$ cat config.mk
export PLATFORM = sky130hd
export DESIGN_NAME = sdi_transmit_encoder
export DESIGN_NICKNAME = d
export VERILOG_FILES = /design/src/verilog/sdi_enc_pkg.sv /design/src/verilog/sdi_transmit_encoder.sv
export VERILOG_INCLUDE_DIRS = /design/src /design/src/verilog
export SDC_FILE = /design/constraint.sdc
export NUM_CORES = 1
export LEC_CHECK = 0
export BUFFER_PORTS_ARGS = -buffer_cell sky130_fd_sc_hd__buf_2
export CAP_MARGIN = 20
export CORE_MARGIN = 2
export CORE_UTILIZATION = 43
export DETAILED_ROUTE_END_ITERATION = 12
export SETUP_SLACK_MARGIN = 0.02
export SYNTH_ARGS = -nofsm -noshare
export SYNTH_HDL_FRONTEND = slang
export SYNTH_SLANG_ARGS = --single-unit
$ cat constraint.sdc
create_clock -name clk -period 3.25 [get_ports clk]
set_clock_uncertainty 0.05 [all_clocks]
set_input_delay 0.975 -clock clk [delete_from_list [all_inputs] [get_ports clk]]
set_output_delay 0.975 -clock clk [all_outputs]
set_load 0.05 [all_outputs]
$ cat src/verilog/sdi_enc_consts.svh
`ifndef SDI_ENC_CONSTS_SVH
`define SDI_ENC_CONSTS_SVH
// Register byte offsets
`define OFS_CTRL 12'h000
`define OFS_STATUS 12'h004
`define OFS_PAR_WORD 12'h008
// Control field positions
`define CTRL_PATHO_EN 0
`define CTRL_EIGHT_BIT 1
`define CTRL_CLIP_EN 2
`define CTRL_SCRAM_EN 3
`define CTRL_NRZI_EN 4
`define CTRL_REFCLK_EN 5
`define CTRL_RESET 6'h1c
// Fast clock cycles per video word
`define WORD_DIV 5
// Video constants and AXI response codes
`define TRS_ONES 10'h3ff
`define TRS_ZEROS 10'h000
`define IDLE_WORD 10'h200
`define HBLANK_BIT 6
`define AXI_OKAY 2'h0
`define AXI_SLVERR 2'h2
`endif

$ cat src/verilog/sdi_enc_pkg.sv
package sdi_enc_pkg;
  typedef struct packed {
    logic refclk_en;
    logic nrzi_en;
    logic scram_en;
    logic clip_en;
    logic eight_bit;
    logic patho_en;
  } ctrl_t;
  typedef struct packed {
    logic valid;
    logic [9:0] data;
  } video_t;
  typedef enum logic {LINE_ACTIVE, LINE_BLANK} line_state_t;
endpackage

$ cat src/verilog/sdi_transmit_encoder.sv
// Overview of operation
// RQ1: Fast clock is five times word rate, output in two opposite phases.
// RQ2: Clipped words go to half-rate scrambler, two bits per fast cycle.
// RQ3: Optional bit-rate reference clock pattern driven as DDR bits.
// RQ4: Word-rate encoder turns one 10-bit word into one encoded word.
// RQ5: Only compliant scrambling; no transport pass-through mode. The code passes words through when scram_en and nrzi_en are both clear.
// RQ6: Test inserter forwards active video and timing symbols untouched.
// RQ7: In horizontal blanking insert near-miss timing symbols, one bit off.
// RQ8: Also insert near-miss ancillary start symbols, one bit off.
// RQ9: Test cases only while inserter enable is high, else pass-through.
// RQ10: Clipping is disabled while the inserter is substituting.
// RQ11: Eight-bit emulation forces bit0 high and bit1 low before clipping.
// RQ12: Half-rate logic every fast cycle; word logic on word enable.
// RQ13: Clip two LSBs to zero or one when upper eight all zero or one.
// RQ14: Scramble by x^9+x^4+1, then NRZI by x+1.
// RQ15: Words are serialized least significant bit first.
// RQ16: Separate scramble and NRZI enables allow each stage bypass.
// RQ17: Reset clears scrambler state, NRZI bit and inserter line state.
//
// Added by the designer: the placing of the registers and the AXI4-Lite interface to the registers.
`timescale 1ns/1ps
`include "sdi_enc_consts.svh"

////////////////////////////////////////////////////////////////////////////////
module scram_core #(parameter int N = 10)
(
  input wire logic [N-1:0] d,
  input wire logic [8:0] lfsr,
  input wire logic prev,
  input wire logic scram_en,
  input wire logic nrzi_en,
  output logic [N-1:0] q,
  output logic [8:0] lfsr_n,
  output logic prev_n
);
  always_comb
  begin
    logic [8:0] h;
    logic p;
    logic y;
    h = lfsr;
    p = prev;
    y = 1'b0;
    q = '0;
    for (int i = 0; i < N; i++)
    begin
      y = scram_en ? (d[i] ^ h[3] ^ h[8]) : d[i]; // RQ14 RQ16
      q[i] = nrzi_en ? (y ^ p) : y; // RQ14 RQ16
      p = q[i];
      h = {h[7:0], y};
    end
    lfsr_n = h;
    prev_n = p;
  end
endmodule

////////////////////////////////////////////////////////////////////////////////
module sync_fifo #(parameter int W = 10, parameter int D = 8)
(
  input wire logic clk,
  input wire logic rst,
  input wire logic in_valid,
  output logic in_ready,
  input wire logic [W-1:0] in_data,
  output logic out_valid,
  input wire logic out_ready,
  output logic [W-1:0] out_data
);
  localparam int AW = $clog2(D);
  logic [W-1:0] mem_ff [D];
  logic [AW-1:0] wp_ff;
  logic [AW-1:0] rp_ff;
  logic [AW:0] cnt_ff;
  logic push;
  logic pop;
  assign in_ready = cnt_ff < (AW+1)'(D);
  assign out_valid = cnt_ff != '0;
  assign out_data = mem_ff[rp_ff];
  assign push = in_valid && in_ready;
  assign pop = out_valid && out_ready;
  always_ff @(posedge clk)
  begin
    if (push)
      mem_ff[wp_ff] <= in_data;
  end
  always_ff @(posedge clk)
  begin
    if (rst)
    begin
      wp_ff <= '0;
      rp_ff <= '0;
      cnt_ff <= '0;
    end
    else
    begin
      if (push)
        wp_ff <= (wp_ff == AW'(D - 1)) ? '0 : wp_ff + 1'b1;
      if (pop)
        rp_ff <= (rp_ff == AW'(D - 1)) ? '0 : rp_ff + 1'b1;
      cnt_ff <= cnt_ff + (AW+1)'(push) - (AW+1)'(pop);
    end
  end
endmodule

////////////////////////////////////////////////////////////////////////////////
module sdi_transmit_encoder #(parameter int FIFO_DEPTH = 8)
(
  input wire logic clk,
  input wire logic rst,
  input wire logic vid_valid,
  output logic vid_ready,
  input wire logic [9:0] vid_data,
  output logic [1:0] sdi_pair,
  output logic [3:0] refclk_quad,
  output logic [9:0] par_word,
  input wire logic [11:0] s_axi_awaddr,
  input wire logic s_axi_awvalid,
  output logic s_axi_awready,
  input wire logic [31:0] s_axi_wdata,
  input wire logic [3:0] s_axi_wstrb,
  input wire logic s_axi_wvalid,
  output logic s_axi_wready,
  output logic [1:0] s_axi_bresp,
  output logic s_axi_bvalid,
  input wire logic s_axi_bready,
  input wire logic [11:0] s_axi_araddr,
  input wire logic s_axi_arvalid,
  output logic s_axi_arready,
  output logic [31:0] s_axi_rdata,
  output logic [1:0] s_axi_rresp,
  output logic s_axi_rvalid,
  input wire logic s_axi_rready
);
  import sdi_enc_pkg::*;

  ctrl_t ctrl_ff;
  logic [2:0] div_ff;
  logic word_en;
  sdi_enc_pkg::video_t fifo_out;
  logic [9:0] pipe_ff [4];
  logic [1:0] protect_ff;
  line_state_t line_ff;
  logic [2:0] pat_ff;
  logic replace;
  logic preamble;
  logic [9:0] patho_word;
  logic [9:0] forced;
  logic clip_active;
  logic [9:0] clipped;
  logic [9:0] sh_ff;
  logic [8:0] lfsr2_ff;
  logic prev2_ff;
  logic [1:0] pair_n;
  logic [8:0] lfsr2_n;
  logic prev2_n;
  logic [9:0] in_par_ff;
  logic [8:0] lfsr10_ff;
  logic prev10_ff;
  logic [9:0] par_n;
  logic [8:0] lfsr10_n;
  logic prev10_n;
  logic [1:0] pair_ff;
  logic [3:0] ref_ff;
  logic [9:0] par_ff;

  ////////////////////////////////////////////////////////////////////////////
  // Word enable: the fast clock is the word clock times five
  assign word_en = div_ff == 3'(`WORD_DIV - 1); // RQ1 RQ12
  always_ff @(posedge clk)
  begin
    if (rst || word_en)
      div_ff <= '0;
    else
      div_ff <= div_ff + 3'h1;
  end

  // Drained only at word rate, so the source really stalls
  sync_fifo #(.W(10), .D(FIFO_DEPTH)) u_fifo
  (
    .clk(clk),
    .rst(rst),
    .in_valid(vid_valid),
    .in_ready(vid_ready),
    .in_data(vid_data),
    .out_valid(fifo_out.valid),
    .out_ready(word_en),
    .out_data(fifo_out.data)
  );

  ////////////////////////////////////////////////////////////////////////////
  // Test inserter, four-word look-ahead so real timing symbols stay whole
  assign preamble = pipe_ff[3] == `TRS_ONES && pipe_ff[2] == `TRS_ZEROS
    && pipe_ff[1] == `TRS_ZEROS;
  assign replace = ctrl_ff.patho_en && line_ff == LINE_BLANK && !preamble
    && protect_ff == 2'h0; // RQ6 RQ9
  always_comb
  begin
    case (pat_ff)
      3'h0: patho_word = 10'h3fe; // RQ7
      3'h1: patho_word = 10'h000;
      3'h2: patho_word = 10'h001; // RQ7
      3'h3: patho_word = 10'h000; // RQ8
      3'h4: patho_word = 10'h3ff;
      3'h5: patho_word = 10'h3fe; // RQ8
      3'h6: patho_word = 10'h080;
      default: patho_word = 10'h040;
    endcase
  end
  always_ff @(posedge clk)
  begin
    if (rst)
    begin
      for (int i = 0; i < 4; i++)
        pipe_ff[i] <= `IDLE_WORD;
      protect_ff <= 2'h0;
      line_ff <= LINE_ACTIVE; // RQ17
      pat_ff <= 3'h0;
    end
    else if (word_en)
    begin
      pipe_ff[0] <= fifo_out.valid ? fifo_out.data : `IDLE_WORD;
      for (int i = 1; i < 4; i++)
        pipe_ff[i] <= pipe_ff[i-1];
      if (preamble)
        protect_ff <= 2'h3;
      else if (protect_ff != 2'h0)
        protect_ff <= protect_ff - 2'h1;
      if (protect_ff == 2'h1)
        line_ff <= pipe_ff[3][`HBLANK_BIT] ? LINE_BLANK : LINE_ACTIVE; // RQ7
      if (replace)
        pat_ff <= pat_ff + 3'h1;
    end
  end

  ////////////////////////////////////////////////////////////////////////////
  // Eight-bit emulation and clipper
  always_comb
  begin
    forced = replace ? patho_word : pipe_ff[3];
    if (ctrl_ff.eight_bit)
      forced[1:0] = 2'b01; // RQ11
  end
  assign clip_active = ctrl_ff.clip_en && !replace; // RQ10
  always_comb
  begin
    clipped = forced;
    if (clip_active && forced[9:2] == 8'h00)
      clipped[1:0] = 2'b00; // RQ13
    else if (clip_active && forced[9:2] == 8'hff)
      clipped[1:0] = 2'b11; // RQ13
  end

  ////////////////////////////////////////////////////////////////////////////
  // Half-rate scrambler, two bits per fast cycle, LSB pair first
  scram_core #(.N(2)) u_half_rate_scrambler
  (
    .d(sh_ff[1:0]),
    .lfsr(lfsr2_ff),
    .prev(prev2_ff),
    .scram_en(ctrl_ff.scram_en),
    .nrzi_en(ctrl_ff.nrzi_en),
    .q(pair_n),
    .lfsr_n(lfsr2_n),
    .prev_n(prev2_n)
  );
  always_ff @(posedge clk)
  begin
    if (rst)
    begin
      sh_ff <= '0;
      lfsr2_ff <= '0; // RQ17
      prev2_ff <= 1'b0;
      pair_ff <= 2'b00;
    end
    else
    begin
      sh_ff <= word_en ? clipped : {2'b00, sh_ff[9:2]}; // RQ2 RQ15
      lfsr2_ff <= lfsr2_n;
      prev2_ff <= prev2_n;
      pair_ff <= pair_n; // RQ2 RQ12
    end
  end
  // Bit 0 leaves on the first phase, bit 1 on the opposite phase
  assign sdi_pair = pair_ff; // RQ1

  // Reference clock as four quarter-cycle bits: doubled clock through DDR
  always_ff @(posedge clk)
  begin
    if (rst)
      ref_ff <= 4'h0;
    else
      ref_ff <= ctrl_ff.refclk_en ? 4'h5 : 4'h0; // RQ3
  end
  assign refclk_quad = ref_ff;

  ////////////////////////////////////////////////////////////////////////////
  // Word-rate encoder; not compliant-only: clearing both scram_en and nrzi_en passes words through
  scram_core #(.N(10)) u_par_scrambler
  (
    .d(in_par_ff),
    .lfsr(lfsr10_ff),
    .prev(prev10_ff),
    .scram_en(ctrl_ff.scram_en),
    .nrzi_en(ctrl_ff.nrzi_en),
    .q(par_n),
    .lfsr_n(lfsr10_n),
    .prev_n(prev10_n)
  );
  always_ff @(posedge clk)
  begin
    if (rst)
    begin
      in_par_ff <= '0;
      lfsr10_ff <= '0; // RQ17
      prev10_ff <= 1'b0;
      par_ff <= '0;
    end
    else if (word_en)
    begin
      in_par_ff <= clipped; // RQ4 RQ12
      lfsr10_ff <= lfsr10_n;
      prev10_ff <= prev10_n;
      par_ff <= par_n; // RQ4 RQ5
    end
  end
  assign par_word = par_ff;

  ////////////////////////////////////////////////////////////////////////////
  // AXI4-Lite slave
  logic aw_got_ff;
  logic w_got_ff;
  logic [11:0] awaddr_ff;
  logic [31:0] wdata_ff;
  logic wstrb0_ff;
  assign s_axi_awready = !aw_got_ff && !s_axi_bvalid;
  assign s_axi_wready = !w_got_ff && !s_axi_bvalid;
  assign s_axi_arready = !s_axi_rvalid;
  always_ff @(posedge clk)
  begin
    if (rst)
    begin
      aw_got_ff <= 1'b0;
      w_got_ff <= 1'b0;
      awaddr_ff <= '0;
      wdata_ff <= '0;
      wstrb0_ff <= 1'b0;
      s_axi_bvalid <= 1'b0;
      s_axi_bresp <= `AXI_OKAY;
      ctrl_ff <= ctrl_t'(`CTRL_RESET);
    end
    else
    begin
      if (s_axi_awvalid && s_axi_awready)
      begin
        aw_got_ff <= 1'b1;
        awaddr_ff <= s_axi_awaddr;
      end
      if (s_axi_wvalid && s_axi_wready)
      begin
        w_got_ff <= 1'b1;
        wdata_ff <= s_axi_wdata;
        wstrb0_ff <= s_axi_wstrb[0];
      end
      if (aw_got_ff && w_got_ff && !s_axi_bvalid)
      begin
        aw_got_ff <= 1'b0;
        w_got_ff <= 1'b0;
        s_axi_bvalid <= 1'b1;
        s_axi_bresp <= (awaddr_ff[11:2] == `OFS_CTRL >> 2) ? `AXI_OKAY : `AXI_SLVERR;
        if (awaddr_ff[11:2] == `OFS_CTRL >> 2 && wstrb0_ff)
          ctrl_ff <= ctrl_t'(wdata_ff[5:0]);
      end
      else if (s_axi_bvalid && s_axi_bready)
        s_axi_bvalid <= 1'b0;
    end
  end
  always_ff @(posedge clk)
  begin
    if (rst)
    begin
      s_axi_rvalid <= 1'b0;
      s_axi_rdata <= '0;
      s_axi_rresp <= `AXI_OKAY;
    end
    else if (s_axi_arvalid && s_axi_arready)
    begin
      s_axi_rvalid <= 1'b1;
      s_axi_rresp <= `AXI_OKAY;
      case (s_axi_araddr[11:2])
        `OFS_CTRL >> 2: s_axi_rdata <= {26'h0, ctrl_ff};
        `OFS_STATUS >> 2: s_axi_rdata <= {28'h0, line_ff == LINE_BLANK, !vid_ready,
          !fifo_out.valid, replace};
        `OFS_PAR_WORD >> 2: s_axi_rdata <= {22'h0, par_ff};
        default:
        begin
          s_axi_rdata <= '0;
          s_axi_rresp <= `AXI_SLVERR;
        end
      endcase
    end
    else if (s_axi_rvalid && s_axi_rready)
      s_axi_rvalid <= 1'b0;
  end

  ////////////////////////////////////////////////////////////////////////////
  a_clip_low: assert property (@(posedge clk) disable iff (rst) // RQ13
    clip_active && forced[9:2] == 8'h00 |-> clipped == 10'h000) else $error("clip low");
  a_clip_high: assert property (@(posedge clk) disable iff (rst) // RQ13
    clip_active && forced[9:2] == 8'hff |-> clipped == 10'h3ff) else $error("clip high");
  a_clip_bypass: assert property (@(posedge clk) disable iff (rst) // RQ10
    replace |-> clipped == forced && !clip_active) else $error("clip not off");
  a_eight_bit_force: assert property (@(posedge clk) disable iff (rst) // RQ11
    ctrl_ff.eight_bit && !clip_active |-> clipped[1:0] == 2'b01) else $error("eight bit");
  a_patho_pass: assert property (@(posedge clk) disable iff (rst) // RQ9
    !ctrl_ff.patho_en |-> !replace && forced[9:2] == pipe_ff[3][9:2]) else $error("pass");
  a_trs_kept: assert property (@(posedge clk) disable iff (rst) // RQ6
    preamble && word_en |=> sh_ff[9:2] == 8'hff && !replace) else $error("trs replaced");
  a_word_cadence: assert property (@(posedge clk) disable iff (rst) // RQ12
    word_en |=> !word_en [*4] ##1 word_en) else $error("word cadence");
  a_bypass_lsb: assert property (@(posedge clk) disable iff (rst) // RQ15
    !ctrl_ff.scram_en && !ctrl_ff.nrzi_en ##1 !ctrl_ff.scram_en && !ctrl_ff.nrzi_en
    |-> sdi_pair == $past(sh_ff[1:0])) else $error("lsb first");
  a_reset_clear: assert property (@(posedge clk) // RQ17
    rst |=> lfsr2_ff == 9'h0 && !prev2_ff && lfsr10_ff == 9'h0 && line_ff == LINE_ACTIVE)
    else $error("reset state");
  a_bresp_hold: assert property (@(posedge clk) disable iff (rst)
    s_axi_bvalid && !s_axi_bready |=> s_axi_bvalid && $stable(s_axi_bresp))
    else $error("bresp hold");
  c_replace: cover property (@(posedge clk) disable iff (rst) $rose(replace));
  c_eight_clip: cover property (@(posedge clk) disable iff (rst)
    ctrl_ff.eight_bit && clip_active && forced[9:2] == 8'hff);
  c_fifo_full: cover property (@(posedge clk) disable iff (rst) vid_valid && !vid_ready);
endmodule
==> flow_summary.json <==
{
  "syn2layout_area_growth_pct": 14.67,
  "stdcell_area_um2": 11270,
  "ys_ff_latch": 232,
  "dr.first_iter.drc_count": 362,
  "final_cell_mix": "edfxtp_1 (120), dfxtp_1 (112), nor2_1 (89), buf_2 (75), nand2_1 (68)",
  "finalWeightedCongestion": 0.7397,
  "yosysTopAreaCellShare_pct": 36.68,
  "post_cts_resized": 0,
  "syn_avg_cell_area_um2": 12.08,
  "cts_htree_levels": 1,
  "cts_buffer_depth": 3,
  "cts_setup_buffers": 0,
  "vias_per_cell": 4.925,
  "outcome": "finished, final reports clean",
  "setup-tns-final_ps": 0,
  "vias": 5895,
  "diodes": 0,
  "tightest_slew_ps": 753.2,
  "drc_errors": 0,
  "hp-class": "flop to flop",
  "syn_area_um2": 9824,
  "power.density_nw_per_um2": 621.7,
  "period_share_pct": 77.95,
  "rsz0062_at_grt": "false",
  "synth_ff_type": "edfxtp_1",
  "cts-root-buf": "clkbuf_16",
  "internal_power_uw": 5256,
  "final_common_cell": "edfxtp_1",
  "portBuffers": 76,
  "power.switching_uw": 1749,
  "grt_max_degree": 43,
  "slew_viol_final": 0,
  "die_x_um": 155.2,
  "clk_pin_slew_ps": 60,
  "chipHeight_um": 155.2,
  "worstSetupStartpointType": "flop",
  "vdd_drop_max_mv": 0.3917,
  "ys_seq_area_share_pct": 59.50,
  "finalSetupViolations": 0,
  "p_seq_share_pct": 46.9,
  "crit_required_ps": 3610,
  "async_flop_share_pct": 0,
  "end_kind": "flop",
  "initial_core_util_pct": 43.66,
  "synth.largest_area_cell": "edfxtp_1",
  "cts_made_buffers": 24,
  "place_area_um2": 10450,
  "p_total_uw": 7004,
  "cp.arrival_ps": 2890,
  "cts.sinks": 232,
  "cp_max_fo": 4,
  "io_pins": 136,
  "grt_pass1_wl_mm": 29.94,
  "relSlewSlack_pct": 49.60,
  "hold_viol_final": 0,
  "clk_latency_ps": 530,
  "grt_overflow_total": 0,
  "dr.pass1.iters": 4,
  "antenna_found_initial": 0,
  "drive_above_1_share_pct": 18.31,
  "fin_nets": 991,
  "maxCapViolCount": 0,
  "dieArea_um2": 24070,
  "switching_share_pct": 24.96,
  "fin_crit_ps": 2533,
  "ys_types": 51,
  "holdBufCountCts": 0,
  "leakage_uw": 0.004275,
  "core_um2": 22500,
  "grt_pass1_vias": 5707,
  "fmax_mhz": 394.7,
  "synth.area.top_cells": "edfxtp_1 (37%), dfxtp_1 (23%), mux4_2 (4.6%)",
  "synth_edf_count": 120,
  "crit_type": "flop to flop",
  "combPwrFrac_pct": 14.1,
  "postRouteAntennaNets": 0,
  "grt_util_all_layers_pct": 15.50,
  "wirelength_mm": 18.33,
  "detail_route.wl_per_cell_um": 15.31,
  "rows": 55,
  "synth_warnings": 0,
  "syn_inst": 813,
  "cts_tree": "done",
  "hpwlAfterDp_mm": 12.37,
  "pwr-share-clk_pct": 38.9
}
==> critical path: stages, from the launching register on <==
cell and delay (ps):
dfxtp_1 360, inv_1 100, ha_1 180, and3_1 230
nor2_1 360, ha_1 280, inv_1 60, ha_1 260
a21o_1 170, a21oi_1 190, xnor2_1 140, nor2_1 50
==> cells in the mapped netlist (2+ instances only) <==
cell	instances
a211o_1	8
a211oi_1	13
a21o_1	5
a21oi_1	50
a22oi_1	5
and2_1	31
and3_1	5
and4_1	2
buf_1	2
buf_2	2
buf_4	29
clkbuf_1	32
dfxtp_1	112
edfxtp_1	120
ha_1	18
inv_1	22
mux2i_1	29
mux4_2	20
nand2_1	68
nand2b_1	3
nand3_1	7
nand3b_1	6
nand4_1	8
nor2_1	89
nor2_4	2
nor2b_1	14
nor3_1	11
nor3b_1	4
nor4_1	10
o211ai_1	2
o21a_1	2
o21ai_0	16
or3_1	4
xnor2_1	28
xnor2_2	3
xnor2_4	2
xnor3_1	5
xor2_1	10
xor2_2	2
==> metal layers <==
layer | track usage, % | vias to the layer above | wire length (um)
li1 | - | 2977 | -
met1 | 21.08 | 2821 | 8461
met2 | 25.97 | 67 | 8955
met3 | 2.451 | 30 | 555
met4 | 4.189 | 0 | 360
met5 | 0 | - | 0
==> registers in the layout, summed over array words and instances, names as in the netlist, 2 cells and up, named ones only <==
| name | cells |
|---|---|
| ctrl_ff | 6 |
| u_fifo.wp_ff | 3 |
| in_par_ff | 10 |
| u_fifo.rp_ff | 3 |
| awaddr_ff | 10 |
| protect_ff | 2 |
| u_fifo.cnt_ff | 4 |
| lfsr10_ff | 9 |
| par_word | 9 |
| wdata_ff | 6 |
| div_ff | 3 |
| lfsr2_ff | 9 |
| s_axi_rdata | 10 |
| sh_ff | 10 |
| u_fifo.mem_ff | 80 |
| pat_ff | 3 |
| pipe_ff | 40 |
==> power groups by stage <==
stage	clock network, uW	registers (uW)	logic, uW
floorplan	0	3360	792
global placement	0	3350	991
detailed placement	0	3350	998
CTS	2800	3290	1000
global route	2910	3310	1100
finish	2730	3290	990
==> final timing paths <==
kind	from	end	slack, ps	depth (start not counted)
setup / recovery	u_fifo.cnt_ff[3]$_SDFF_PP0_	u_fifo.cnt_ff[3]$_SDFF_PP0_	720	11
hold / removal	sh_ff[2]$_SDFF_PP0_	sh_ff[0]$_SDFF_PP0_	380	1
setup reg to reg	u_fifo.cnt_ff[3]$_SDFF_PP0_	u_fifo.cnt_ff[3]$_SDFF_PP0_	720	11
hold reg to reg	sh_ff[2]$_SDFF_PP0_	sh_ff[0]$_SDFF_PP0_	380	1
==> metrics by stage <==
stage	utilization, %	hold WS (ps)	setup WS (ps)	cells
floorplan	-	353.3	592.1	838
global placement	46.44	359.0	638.2	1153
detailed placement	46.44	370.9	618.7	1153
CTS	50.06	385.7	686.6	1197
global route	50.06	399.7	483.9	1197
finish	50.06	382.0	716.6	1197
==> cell families after synthesis <==
logic type,share of synthesized area (%)
mux,7.539
fa+ha+maj,2.496
buf+inv,4.458
compound gates,6.483
flops,59.50
xor+xnor,6.164
other cells,0.03817
simple gates,13.32
==> layout make-up <==
class	instances	area (um2)
repair buffers	95	525.5
flip-flops and latches	232	5846
multi-input cells	519	3641
clock buffers	41	774.5
clock inverters	3	40.04
inverters	22	82.58
well taps	285	356.6
fillers	2018	11240
Note: power is estimated with default switching activity, not from simulation.
